### config.mk
export PLATFORM = sky130hd
export DESIGN_NAME = ast_transceiver
export DESIGN_NICKNAME = d
export VERILOG_FILES = /design/src/ast_pkg.sv /design/src/ast_transceiver.sv
export SDC_FILE = /design/constraint.sdc
export NUM_CORES = 1
export LEC_CHECK = 0
export ABC_AREA = 1
export BUFFER_PORTS_ARGS = -buffer_cell sky130_fd_sc_hd__buf_2
export CAP_MARGIN = 25
export CORE_MARGIN = 10
export CORE_UTILIZATION = 40
export CTS_BUF_LIST = sky130_fd_sc_hd__clkbuf_2
export DETAILED_ROUTE_END_ITERATION = 8
export PLACE_DENSITY_LB_ADDON = 0.05
export SLEW_MARGIN = 20
export SYNTH_ARGS = -nofsm -noshare
export SYNTH_HDL_FRONTEND = slang
export SYNTH_SLANG_ARGS = --single-unit
### constraint.sdc
create_clock -name mclk -period 2.35 [get_ports mclk]
set_input_delay 0.235 -clock mclk [delete_from_list [all_inputs] [get_ports mclk]]
set_output_delay 0.235 -clock mclk [all_outputs]
set_load 0.1 [all_outputs]
### src/ast_pkg.sv
// constants and types shared by the asynchronous serial transceiver
package ast_pkg;
	// register map of the interrupt block
	localparam logic [3:0] AST_REG_STATUS = 4'h0;
	localparam logic [3:0] AST_REG_ENABLE = 4'h4;
	localparam logic [3:0] AST_REG_CLEAR  = 4'h8;
	// status and enable bit positions
	localparam int AST_EV_RX_READY = 0;
	localparam int AST_EV_TX_EMPTY = 1;
	localparam int AST_EV_PARITY   = 2;
	localparam int AST_EV_FRAMING  = 3;
	localparam int AST_EV_OVERRUN  = 4;
	localparam int AST_EV_COUNT    = 5;
	// timing in sixteen-times ticks, then status and enable reset values
	localparam logic [4:0] AST_TICKS_HALF = 5'h07;
	localparam logic [4:0] AST_TICKS_BIT  = 5'h0f;
	localparam logic [4:0] AST_TICKS_1P5  = 5'h17;
	localparam logic [4:0] AST_TICKS_2    = 5'h1f;
	localparam logic [4:0] AST_EV_RESET   = 5'h00;
	localparam logic [4:0] AST_EN_RESET   = 5'h00;
	// synchroniser reset: each pin's idle level, only the serial input rests high
	localparam logic [18:0] AST_SYNC_RESET = 19'h00800;

	// control word captured from the pins
	typedef struct packed {
		logic [1:0] length_sel; // {hi, lo}: 0 = 5 bits .. 3 = 8 bits
		logic       parity_inhibit;
		logic       even_parity_sel;
		logic       stop_bits_sel;
	} ast_ctrl_t;
	localparam ast_ctrl_t AST_CTRL_RESET = '{length_sel: 2'h3, parity_inhibit: 1'b1,
		even_parity_sel: 1'b0, stop_bits_sel: 1'b0};

	// frame states, shared by both directions
	typedef enum logic [2:0] {
		AST_IDLE   = 3'b000,
		AST_START  = 3'b001,
		AST_DATA   = 3'b010,
		AST_PARITY = 3'b011,
		AST_STOP   = 3'b100
	} ast_state_t;
endpackage

### src/ast_transceiver.sv
// asynchronous serial transceiver: pin-level receiver and transmitter with interrupt registers
`timescale 1ns/1ns
module ast_transceiver (
	// clock and reset
	input  wire logic        mclk,
	input  wire logic        resetn,
	// control word pins
	input  wire logic        length_sel_lo,
	input  wire logic        length_sel_hi,
	input  wire logic        parity_inhibit,
	input  wire logic        even_parity_sel,
	input  wire logic        stop_bits_sel,
	input  wire logic        control_word_load,
	// serial side
	input  wire logic        tx_bit_clock_16x,
	input  wire logic        rx_serial_in,
	output logic             tx_serial_out,
	// parallel transmit side
	input  wire logic [7:0]  tx_char_in,
	input  wire logic        tx_buffer_load,
	// parallel receive side
	input  wire logic        rx_outputs_disable,
	input  wire logic        rx_ready_clear,
	output logic [7:0]       rx_char_out,
	output logic             rx_char_oe_n,
	// status pins
	input  wire logic        status_outputs_disable,
	output logic             parity_err_flag,
	output logic             framing_err_flag,
	output logic             overrun_err_flag,
	output logic             rx_char_ready,
	output logic             tx_buffer_empty,
	output logic             status_oe_n,
	// register port
	input  wire logic [3:0]  reg_addr,
	input  wire logic [7:0]  reg_wdata,
	input  wire logic        reg_write,
	input  wire logic        reg_read,
	output logic [7:0]       reg_rdata,
	output logic             irq
);
	localparam int NSYNC = 19;

	// pin synchronisers: every pin outside the register port passes two flops before use
	// reset to the pins' idle levels, else the edge detectors see a false load or tick after reset
	logic [NSYNC-1:0] sync1_q;
	logic [NSYNC-1:0] sync2_q;
	logic [NSYNC-1:0] pins;
	assign pins = {length_sel_hi, length_sel_lo, parity_inhibit, even_parity_sel, stop_bits_sel,
		control_word_load, tx_bit_clock_16x, rx_serial_in, tx_buffer_load, rx_outputs_disable,
		rx_ready_clear, status_outputs_disable, tx_char_in[6:0]};
	genvar gi;
	generate
		for (gi = 0; gi < NSYNC; gi++) begin : g_sync
			always_ff @(posedge mclk or negedge resetn) begin
				if (!resetn) begin
					sync1_q[gi] <= ast_pkg::AST_SYNC_RESET[gi];
					sync2_q[gi] <= ast_pkg::AST_SYNC_RESET[gi];
				end else begin
					sync1_q[gi] <= pins[gi];
					sync2_q[gi] <= sync1_q[gi];
				end
			end
		end
	endgenerate

	// top transmit bit synchronised apart, kept out of the vector for readability
	logic tx8_s1_q;
	logic tx8_s2_q;
	always_ff @(posedge mclk or negedge resetn) begin
		if (!resetn) begin
			tx8_s1_q <= 1'b0;
			tx8_s2_q <= 1'b0;
		end else begin
			tx8_s1_q <= tx_char_in[7];
			tx8_s2_q <= tx8_s1_q;
		end
	end

	ast_pkg::ast_ctrl_t ctrl_pins;
	logic       ld_ctrl_s, clk16_s, rx_s, tx_load_s, rx_dis_s, rdy_clr_s, st_dis_s;
	logic [7:0] tx_char_s;
	assign ctrl_pins = ast_pkg::ast_ctrl_t'(sync2_q[18:14]);
	assign ld_ctrl_s = sync2_q[13];
	assign clk16_s   = sync2_q[12];
	assign rx_s      = sync2_q[11];
	assign tx_load_s = sync2_q[10];
	assign rx_dis_s  = sync2_q[9];
	assign rdy_clr_s = sync2_q[8];
	assign st_dis_s  = sync2_q[7];
	assign tx_char_s = {tx8_s2_q, sync2_q[6:0]};

	// edge detectors on the synchronised clock and load strobe
	logic clk16_last_q, load_last_q;
	logic tick, load_rise;
	always_ff @(posedge mclk or negedge resetn) begin
		if (!resetn) begin
			clk16_last_q <= 1'b0;
			load_last_q  <= 1'b0;
		end else begin
			clk16_last_q <= clk16_s;
			load_last_q  <= tx_load_s;
		end
	end
	assign tick      = clk16_s & ~clk16_last_q;     // one pulse per external 16x period
	assign load_rise = tx_load_s & ~load_last_q;

	// control register: transparent while load is high
	ast_pkg::ast_ctrl_t ctrl_q;
	always_ff @(posedge mclk or negedge resetn) begin
		if (!resetn)
			ctrl_q <= ast_pkg::AST_CTRL_RESET;
		else if (ld_ctrl_s)
			ctrl_q <= ctrl_pins;
	end

	// derived frame format
	logic [2:0] last_bit;
	logic [7:0] len_mask;
	logic [4:0] stop_ticks;
	assign last_bit   = {1'b1, ctrl_q.length_sel} + 3'h1 - 3'h1 - 3'h4 + 3'h4; // 5..8 bits -> index 4..7
	assign len_mask   = 8'hff >> (2'h3 - ctrl_q.length_sel);
	assign stop_ticks = !ctrl_q.stop_bits_sel ? ast_pkg::AST_TICKS_BIT :
		(ctrl_q.length_sel == 2'h0) ? ast_pkg::AST_TICKS_1P5 : ast_pkg::AST_TICKS_2;

	// transmit holding buffer; a load while full overwrites the waiting character
	logic [7:0] tx_buf_q;
	logic       tx_empty_q;
	logic       tx_take;
	ast_pkg::ast_state_t tx_state_q;
	assign tx_take = (tx_state_q == ast_pkg::AST_IDLE) && !tx_empty_q;
	always_ff @(posedge mclk or negedge resetn) begin
		if (!resetn) begin
			tx_buf_q   <= 8'h00;
			tx_empty_q <= 1'b1;
		end else if (load_rise) begin
			tx_buf_q   <= tx_char_s & len_mask; // high inputs beyond length ignored
			tx_empty_q <= 1'b0;
		end else if (tx_take)
			tx_empty_q <= 1'b1;
	end

	// transmit shifter: start, data lsb first, parity, stops
	logic [7:0] tx_shift_q;
	logic [2:0] tx_bit_q;
	logic [4:0] tx_cnt_q;
	logic       tx_par_q;
	logic       tx_out_q;
	always_ff @(posedge mclk or negedge resetn) begin
		if (!resetn) begin
			tx_state_q <= ast_pkg::AST_IDLE;
			tx_shift_q <= 8'h00;
			tx_bit_q   <= 3'h0;
			tx_cnt_q   <= 5'h00;
			tx_par_q   <= 1'b0;
			tx_out_q   <= 1'b1; // line idles high
		end else begin
			if (tick && tx_state_q != ast_pkg::AST_IDLE)
				tx_cnt_q <= tx_cnt_q + 5'h01;
			case (tx_state_q)
				ast_pkg::AST_IDLE: begin
					if (tx_take) begin
						tx_shift_q <= tx_buf_q;
						tx_par_q   <= (^tx_buf_q) ^ ~ctrl_q.even_parity_sel;
						tx_out_q   <= 1'b0; // start bit
						tx_cnt_q   <= 5'h00;
						tx_state_q <= ast_pkg::AST_START;
					end
				end
				ast_pkg::AST_START: begin
					if (tick && tx_cnt_q == ast_pkg::AST_TICKS_BIT) begin
						tx_out_q   <= tx_shift_q[0];
						tx_bit_q   <= 3'h0;
						tx_cnt_q   <= 5'h00;
						tx_state_q <= ast_pkg::AST_DATA;
					end
				end
				ast_pkg::AST_DATA: begin
					if (tick && tx_cnt_q == ast_pkg::AST_TICKS_BIT) begin
						tx_cnt_q <= 5'h00;
						if (tx_bit_q == last_bit) begin
							// inhibited parity skips the parity slot
							tx_out_q   <= ctrl_q.parity_inhibit ? 1'b1 : tx_par_q;
							tx_state_q <= ctrl_q.parity_inhibit ? ast_pkg::AST_STOP : ast_pkg::AST_PARITY;
						end else begin
							tx_out_q   <= tx_shift_q[1];
							tx_shift_q <= tx_shift_q >> 1;
							tx_bit_q   <= tx_bit_q + 3'h1;
						end
					end
				end
				ast_pkg::AST_PARITY: begin
					if (tick && tx_cnt_q == ast_pkg::AST_TICKS_BIT) begin
						tx_out_q   <= 1'b1;
						tx_cnt_q   <= 5'h00;
						tx_state_q <= ast_pkg::AST_STOP;
					end
				end
				ast_pkg::AST_STOP: begin
					if (tick && tx_cnt_q == stop_ticks) begin // 1, 1.5 or 2 stop bits
						tx_cnt_q   <= 5'h00;
						tx_state_q <= ast_pkg::AST_IDLE;
					end
				end
				default: tx_state_q <= ast_pkg::AST_IDLE;
			endcase
		end
	end

	// receiver: edge hunt, mid-bit sampling
	ast_pkg::ast_state_t rx_state_q;
	logic [7:0] rx_shift_q;
	logic [2:0] rx_bit_q;
	logic [4:0] rx_cnt_q;
	logic       rx_last_q;
	logic       rx_par_q;
	logic       rx_done;
	logic [7:0] rx_just;
	assign rx_done = (rx_state_q == ast_pkg::AST_STOP) && tick && rx_cnt_q == ast_pkg::AST_TICKS_BIT;
	assign rx_just = rx_shift_q >> (2'h3 - ctrl_q.length_sel); // first bit lands on bit 0
	always_ff @(posedge mclk or negedge resetn) begin
		if (!resetn) begin
			rx_state_q <= ast_pkg::AST_IDLE;
			rx_shift_q <= 8'h00;
			rx_bit_q   <= 3'h0;
			rx_cnt_q   <= 5'h00;
			rx_last_q  <= 1'b1;
			rx_par_q   <= 1'b0;
		end else if (tick) begin
			rx_last_q <= rx_s;
			rx_cnt_q  <= rx_cnt_q + 5'h01;
			case (rx_state_q)
				ast_pkg::AST_IDLE: begin
					rx_cnt_q <= 5'h00;
					if (rx_last_q && !rx_s)
						rx_state_q <= ast_pkg::AST_START; // falling edge
				end
				ast_pkg::AST_START: begin
					if (rx_cnt_q == ast_pkg::AST_TICKS_HALF) begin
						// a start bit gone high at its centre was a glitch
						rx_state_q <= rx_s ? ast_pkg::AST_IDLE : ast_pkg::AST_DATA;
						rx_cnt_q   <= 5'h00;
						rx_bit_q   <= 3'h0;
					end
				end
				ast_pkg::AST_DATA: begin
					if (rx_cnt_q == ast_pkg::AST_TICKS_BIT) begin
						rx_cnt_q   <= 5'h00;
						rx_shift_q <= {rx_s, rx_shift_q[7:1]}; // lsb first
						rx_bit_q   <= rx_bit_q + 3'h1;
						if (rx_bit_q == last_bit)
							rx_state_q <= ctrl_q.parity_inhibit ? ast_pkg::AST_STOP : ast_pkg::AST_PARITY;
					end
				end
				ast_pkg::AST_PARITY: begin
					if (rx_cnt_q == ast_pkg::AST_TICKS_BIT) begin
						rx_cnt_q   <= 5'h00;
						rx_par_q   <= rx_s;
						rx_state_q <= ast_pkg::AST_STOP;
					end
				end
				ast_pkg::AST_STOP: begin
					// only the first stop is checked; hunting resumes at its centre
					if (rx_cnt_q == ast_pkg::AST_TICKS_BIT)
						rx_state_q <= ast_pkg::AST_IDLE;
				end
				default: rx_state_q <= ast_pkg::AST_IDLE;
			endcase
		end
	end

	// receive buffer and its flags, all updated at the transfer
	logic [7:0] rx_buf_q;
	logic       rx_ready_q, pe_q, fe_q, oe_q;
	logic       par_bad;
	assign par_bad = ~ctrl_q.parity_inhibit & ((^{rx_just, rx_par_q}) ^ ~ctrl_q.even_parity_sel);
	always_ff @(posedge mclk or negedge resetn) begin
		if (!resetn) begin
			rx_buf_q   <= 8'h00;
			rx_ready_q <= 1'b0;
			pe_q       <= 1'b0;
			fe_q       <= 1'b0;
			oe_q       <= 1'b0;
		end else if (rx_done) begin
			rx_buf_q   <= rx_just;
			rx_ready_q <= 1'b1;          // a clear in this cycle loses to the new character
			pe_q       <= par_bad;
			fe_q       <= !rx_s;
			oe_q       <= rx_ready_q;
		end else if (rdy_clr_s)
			rx_ready_q <= 1'b0;
	end

	// pin outputs, each from a flop; enables low while driving
	always_ff @(posedge mclk or negedge resetn) begin
		if (!resetn) begin
			tx_serial_out    <= 1'b1;
			rx_char_out      <= 8'h00;
			rx_char_oe_n     <= 1'b1;
			parity_err_flag  <= 1'b0;
			framing_err_flag <= 1'b0;
			overrun_err_flag <= 1'b0;
			rx_char_ready    <= 1'b0;
			tx_buffer_empty  <= 1'b1;
			status_oe_n      <= 1'b1;
		end else begin
			tx_serial_out    <= tx_out_q;
			rx_char_out      <= rx_buf_q;
			rx_char_oe_n     <= rx_dis_s;
			parity_err_flag  <= pe_q & ~ctrl_q.parity_inhibit;
			framing_err_flag <= fe_q;
			overrun_err_flag <= oe_q;
			rx_char_ready    <= rx_ready_q;
			tx_buffer_empty  <= tx_empty_q;
			status_oe_n      <= st_dis_s;
		end
	end

	// interrupt block: sticky status, enable and write-one-to-clear
	logic [ast_pkg::AST_EV_COUNT-1:0] ev_set, status_q, enable_q, clr;
	logic                             tx_empty_last_q;
	always_comb begin
		ev_set = '0;
		ev_set[ast_pkg::AST_EV_RX_READY] = rx_done;
		ev_set[ast_pkg::AST_EV_TX_EMPTY] = tx_empty_q & ~tx_empty_last_q;
		ev_set[ast_pkg::AST_EV_PARITY]   = rx_done & par_bad;
		ev_set[ast_pkg::AST_EV_FRAMING]  = rx_done & !rx_s;
		ev_set[ast_pkg::AST_EV_OVERRUN]  = rx_done & rx_ready_q;
	end
	assign clr = (reg_write && reg_addr == ast_pkg::AST_REG_CLEAR) ?
		reg_wdata[ast_pkg::AST_EV_COUNT-1:0] : '0;
	// set wins over a clear in the same cycle so no event is lost
	always_ff @(posedge mclk or negedge resetn) begin
		if (!resetn) begin
			status_q        <= ast_pkg::AST_EV_RESET;
			tx_empty_last_q <= 1'b1;
		end else begin
			status_q        <= (status_q & ~clr) | ev_set;
			tx_empty_last_q <= tx_empty_q;
		end
	end
	always_ff @(posedge mclk or negedge resetn) begin
		if (!resetn)
			enable_q <= ast_pkg::AST_EN_RESET;
		else if (reg_write && reg_addr == ast_pkg::AST_REG_ENABLE)
			enable_q <= reg_wdata[ast_pkg::AST_EV_COUNT-1:0];
	end
	// read data for one cycle after the strobe; unmapped and write-only read zero
	always_ff @(posedge mclk or negedge resetn) begin
		if (!resetn) begin
			reg_rdata <= 8'h00;
			irq       <= 1'b0;
		end else begin
			irq <= |(status_q & enable_q);
			if (reg_read && reg_addr == ast_pkg::AST_REG_STATUS)
				reg_rdata <= {3'h0, status_q};
			else if (reg_read && reg_addr == ast_pkg::AST_REG_ENABLE)
				reg_rdata <= {3'h0, enable_q};
			else
				reg_rdata <= 8'h00;
		end
	end
endmodule

# Word-level counts from Yosys, hierarchy flattened
# Cells that the tools add are included.
[totals] reg_bits=145 inputBits=36 output_inout_bits=25 wordCells=227
[classes] add_sub_neg=9 eq_ne=29 n_shift=2 n_mux=51 n_bitwise=20 reduce_logical=38
[op_table] cell="3-bit two-way mux" count=18
[op_table] cell="5-bit two-way mux" count=10
[op_table] cell="3-bit one-hot mux with 5 select lines" count=2
[op_table] cell="5-bit one-hot mux with 3 select lines" count=2
[op_table] cell="8-bit two-way mux" count=3
[op_table] cell="2-bit != test, second input constant" count=12
[op_table] cell="8-bit one-hot mux with 2 select lines" count=1
[op_table] cell="3-bit by 2-bit == test with 1-bit output, second input constant" count=4
[op_table] cell="3-bit one-hot mux with 2 select lines" count=2
[op_table] cell="4-bit AND reduction" count=3
[op_table] cell="1-bit logical AND" count=11
[op_table] cell="5-bit by 1-bit adder with 5-bit output, second input constant" count=2
[op_table] cell="5-bit AND" count=2
[op_table] cell="5-bit by 4-bit == test with 1-bit output, second input constant" count=2
[op_table] cell="1-bit two-way mux" count=10
[op_table] cell="2-bit nonzero test" count=5
[op_table] cell="3-bit by 1-bit adder with 3-bit output, second input constant" count=3
[op_table] cell="9-bit XOR reduction" count=1
[op_table] cell="1-bit AND" count=8
[op_table] cell="8-bit AND" count=1
[op_table] cell="8-bit XOR reduction" count=1
[op_table] cell="8-bit by 2-bit right shift with 8-bit output" count=1
[op_table] cell="8-bit by 2-bit right shift with 8-bit output, first input constant" count=1
[op_table] cell="7-bit AND reduction" count=1
[op_table] cell="32 further kinds" count=43

# Longest topological paths before layout
[depth] ltp_word=8 ltp_mapped=15 mapped_depth_nobuf=14

# Least setup slack after synthesis
# Ideal clock, no wire load.
[synth_path] kind="flip-flop to flip-flop" startpoint="reg rx_cnt_q[1]" endpoint="reg rx_state_q[0]" setup_ps=128 arrival_time_ps=1537 required_time_ps=2222 slack_ps=685 path_stages_with_launch=11 path_cell_list="dfrtp_1 ha_1 nand2_1 nor2_1 ha_1 inv_1 a21oi_1 nand4_1 o21bai_2 nor2_1 a21oi_1"
[synth_via] elab_chain_len=3 elab_cells_between_ends=7
[synth_rtl] item="from (decl)" line="ast_transceiver.sv:214" text="logic [4:0] rx_cnt_q;"
[synth_rtl] item="from (signal assigned)" line="ast_transceiver.sv:231" text="rx_cnt_q <= rx_cnt_q + 5'h01;"
[synth_rtl] item="5-bit by 3-bit == test with 1-bit output or 5-bit by 4-bit == test with 1-bit output (tied branches)"
[synth_rtl] item="2-bit != test (no line) or 2-bit by 1-bit != test with 1-bit output (tied branches)"
[synth_rtl] item="7-bit AND reduction (no line) *"
[synth_rtl] item="to (signal assigned)" line="ast_transceiver.sv:236" text="rx_state_q <= ast_pkg::AST_START;"
[synth_rtl] item="to (signal assigned)" line="ast_transceiver.sv:241" text="rx_state_q <= rx_s ? ast_pkg::AST_IDLE : ast_pkg::AST_DATA;"
[synth_rtl] item="to (signal assigned)" line="ast_transceiver.sv:252" text="rx_state_q <= ctrl_q.parity_inhibit ? ast_pkg::AST_STOP : ast_pkg::AST_PARITY;"
[synth_rtl] item="to (decl)" line="ast_transceiver.sv:211" text="ast_pkg::ast_state_t rx_state_q;"
# Every way passes the cells marked *; elsewhere a longest branch is shown, timed or not.
# A chain may end at the register's enable or synchronous reset.

# Final worst setup path
[layout_path] startpoint="reg rx_cnt_q[0]" endpoint="reg rx_shift_q[0]"
[layout_via] elab_chain_len=2
[layout_rtl] item="5-bit by 4-bit == test with 1-bit output" line="ast_transceiver.sv:247" text="if (rx_cnt_q == ast_pkg::AST_TICKS_BIT) begin"
[layout_rtl] item="3-bit AND reduction (no line)"
[layout_rtl] item="to (signal assigned)" line="ast_transceiver.sv:249" text="rx_shift_q <= {rx_s, rx_shift_q[7:1]};"
[layout_rtl] item="to (decl)" line="ast_transceiver.sv:212" text="logic [7:0] rx_shift_q;"
# Every way passes these cells.

==> run summary <==
FP Rows - 44
number of port buffers - 54
Total Power - 6.390 mW
Placement Setup Slack - 0.3689 ns
worst vdd ir - 0.5319 mV
vias in the first global route - 4366
Post-synth top cells - 180 x nand2_1, 130 x dfrtp_1, 70 x inv_1
Power Density - 897.1 nW/um2
CTS tree - done
first-pass detailed-route iteration total - 4
Top delay family on crit path - simple AND/OR/NAND/NOR gates
Hold Path Class - input pin to asynchronous set/reset pin
HPWL after DPL - 8.365 mm
Setup-failing EPs final - 0
Final min period - 1.978 ns
worst stage delay on the critical path - 0.43 ns
most frequent cell after synthesis - nand2_1
post-CTS resize count - 0
slowest CP cell - dfrtp_1
DR iter-0 viols - 225
WP data required - 2.96 ns
number of synthesized register bits - 142
CP Cell Sequence - ha_1 > nand2_1 > nor2_1 > ha_1 > inv_1 > nor2_2 > nand2_1 > mux2_2
RSZ-0062 raised after global routing - no
Synth Area in XOR/XNOR - 2.176%
routed vias/inst - 4.678
cells after synthesis - 641
Overall Global Routing Usage - 12.53%
post-synthesis simple-gate area fraction - 19.56%
Async SR Flop Fraction - 100.0%
largest cells by area after synthesis - dfrtp_1 54%, nand2_1 11%, dfstp_2 5.2%
Layout area overhead - 17.97%
DRC - 0
Post-Route WL - 12.14 mm
Fin Setup TNS - 0 ns
vias - 4393
f_max - 505.6 MHz
Core Box Area - 14640 um2
Max clock buf depth - 2
non-filler cells, final - 939
# Post-CTS Setup Buffers - 0
Max FO, Critical Path - 16
setup slack, reg-to-reg - 0.37 ns
global-route wire length before repair - 20.60 mm
RePlAce Congestion - 0.8104
Crit. End Element - flop
Worst setup SP type - flop
NumNets Final - 785
DIE WIDTH - 142.9 um
# diodes - 0
Routed WL per cell - 12.93 um
post-route ant nets - 0
Root Buffer - clkbuf_2
EDFF count, synth - 0
Post-Syn Area - 6038 um2
largest family of logic cells by synthesized area - simple AND/OR/NAND/NOR gates
Seq. cell area - 3568 um2
H-tree depth - 4
CTS Buf Count - 17
Synth Area in Adders - 1.450%
worst-margin pin slew - 0.5488 ns
mux cell area share after synthesis - 0.3730%
Placed Cells - 872
Slew Viols, Final - 0
period utilisation layout - 84.17%
max cap viols - 0
Syn. warnings - 0
# fillers - 1393
area of the multi-input gates - 2048 um2
gr ovfl total - 0
largest net degree at the start of global routing - 61
layout cells sized above 1 - 19.07%
Die ar. - 20410 um2
Design Area, Final - 7123 um2
Final Hold Fails - 0
Initial Util - 41.23%
Synth area leader - dfrtp_1
clock transition at the registers of the reported paths - 0.21 ns
placed inst area - 6513 um2
final setup margin - 0.3720 ns
status - finished clean
leakage - 3.571 nW
average size of a mapped cell - 9.420 um2
relative slew slack - 63.42%
most common flop cell mapped by yosys - dfrtp_1
antenna violations before repair - 0
Synth top area share - 53.87%
Arrival @ worst endpoint - 2.59 ns
clock latency on the worst-skew pair - 0.70 ns
post-synthesis compound-gate area fraction - 10.17%
number of I/O pins - 61
post-synth cell types - 44
sequential area share after synthesis - 59.10%
Buf/Inv on CP - 1
CTS Sinks - 142
critical path type - flop to flop
Die Ht - 142.9 um
Fin Clk Skew - 0.03268 ns
==> cell families after synthesis <==
group                    count (synthesis)
buffers and inverters                   97
other                                    1
AO/OA/AOI/OAI                          104
adder cells (fa/ha/maj)                  7
AND/OR/NAND/NOR                        273
XOR/XNOR                                15
multiplexers                             2
flip-flops                             142
==> timing repair <==
action | 4_1_cts | 5_1_grt
hold buffers | 35 | 0
endpoints found under the hold margin | 167 | 0
endpoints found under the setup margin | 0 | 0
==> per-layer routing <==
layer | up-vias | global-route usage, % | part of all wire [%] | routed length, um
li1 | 2249 | - | - | -
met1 | 2049 | 16.22 | 50 | 6068
met2 | 80 | 19.09 | 44 | 5292
met3 | 15 | 4.245 | 5.0 | 604
met4 | 0 | 4.615 | 1.4 | 176
met5 | - | 0 | 0 | 0
==> metrics by stage <==
stage                     util [%]  hold WS, ns
after floorplan                  -     -0.06059
after global placement       44.47       0.2473
after detailed placement     44.47       0.2438
after CTS                    48.64    0.0008670
after global routing         48.64      0.02223
final                        48.64      0.04951
==> area by class of cell <==
class,count,area share [%]
Clock buffer,19,1.335
Clock inverter,13,2.319
Inverter,81,4.374
Multi-Input combinational cell,404,28.75
Sequential cell,142,50.10
Tap cell,184,3.232
Timing Repair Buffer,96,9.889
==> worst register-to-register path: cells and delay by family (launching register included) <==
family,cells,cell delay (ns)
mux,1,0.39
flops,1,0.43
fa+ha+maj,2,0.40
buf+inv,1,0.12
simple gates,4,0.58
==> sequential cells by signal, summed over array words and instances, names as in the netlist, 3 cells and up <==
register / count
tx_cnt_q: 5
ctrl_pins: 5
tx_buf_q: 8
rx_bit_q: 3
tx_state_q: 3
status_q: 5
rx_shift_q: 8
sync2_q: 7
rx_buf_q: 8
sync1_q: 19
tx_shift_q: 8
tx_bit_q: 3
ctrl_q: 5
rx_cnt_q: 5
rx_state_q: 3
reg_rdata: 5
rx_char_out: 8
enable_q: 5
==> where the power goes <==
part           internal (mW)  switching (mW)
sequential              2.82           0.237
combinational          0.597            1.22
clock                  0.604           0.910
==> final timing paths <==
path | startpoint | to | cells after the start
setup / recovery | rx_cnt_q[0] | rx_shift_q[0] | 8
hold / removal | resetn | rx_buf_q[0] | 2
setup reg to reg | rx_cnt_q[0] | rx_shift_q[0] | 8
hold reg to reg | sync1_q[14] | ctrl_pins[0] | 0
max in group asynchronous | resetn | rx_buf_q[3] | 3
min in group mclk | reg_addr[0] | enable_q[4] | 4
==> cells in the final DEF (no fill, tap or decap), types with 4 or more instances in the layout <==
master,count
o21ai_0,54
dfrtp_1,130
a21oi_1,15
dfstp_2,12
nand3_1,35
nor2_1,29
nand2_1,180
buf_4,5
nor2_4,4
xor2_1,8
inv_2,7
xnor2_1,7
dlygate4sd3_1,35
o21ai_1,6
o22ai_1,8
clkbuf_2,19
nand2_2,5
inv_1,70
nand4_1,6
nor2_2,4
o211ai_1,4
buf_2,53
clkinvlp_4,4
ha_1,7
Note: power is estimated with default switching activity, not from simulation.
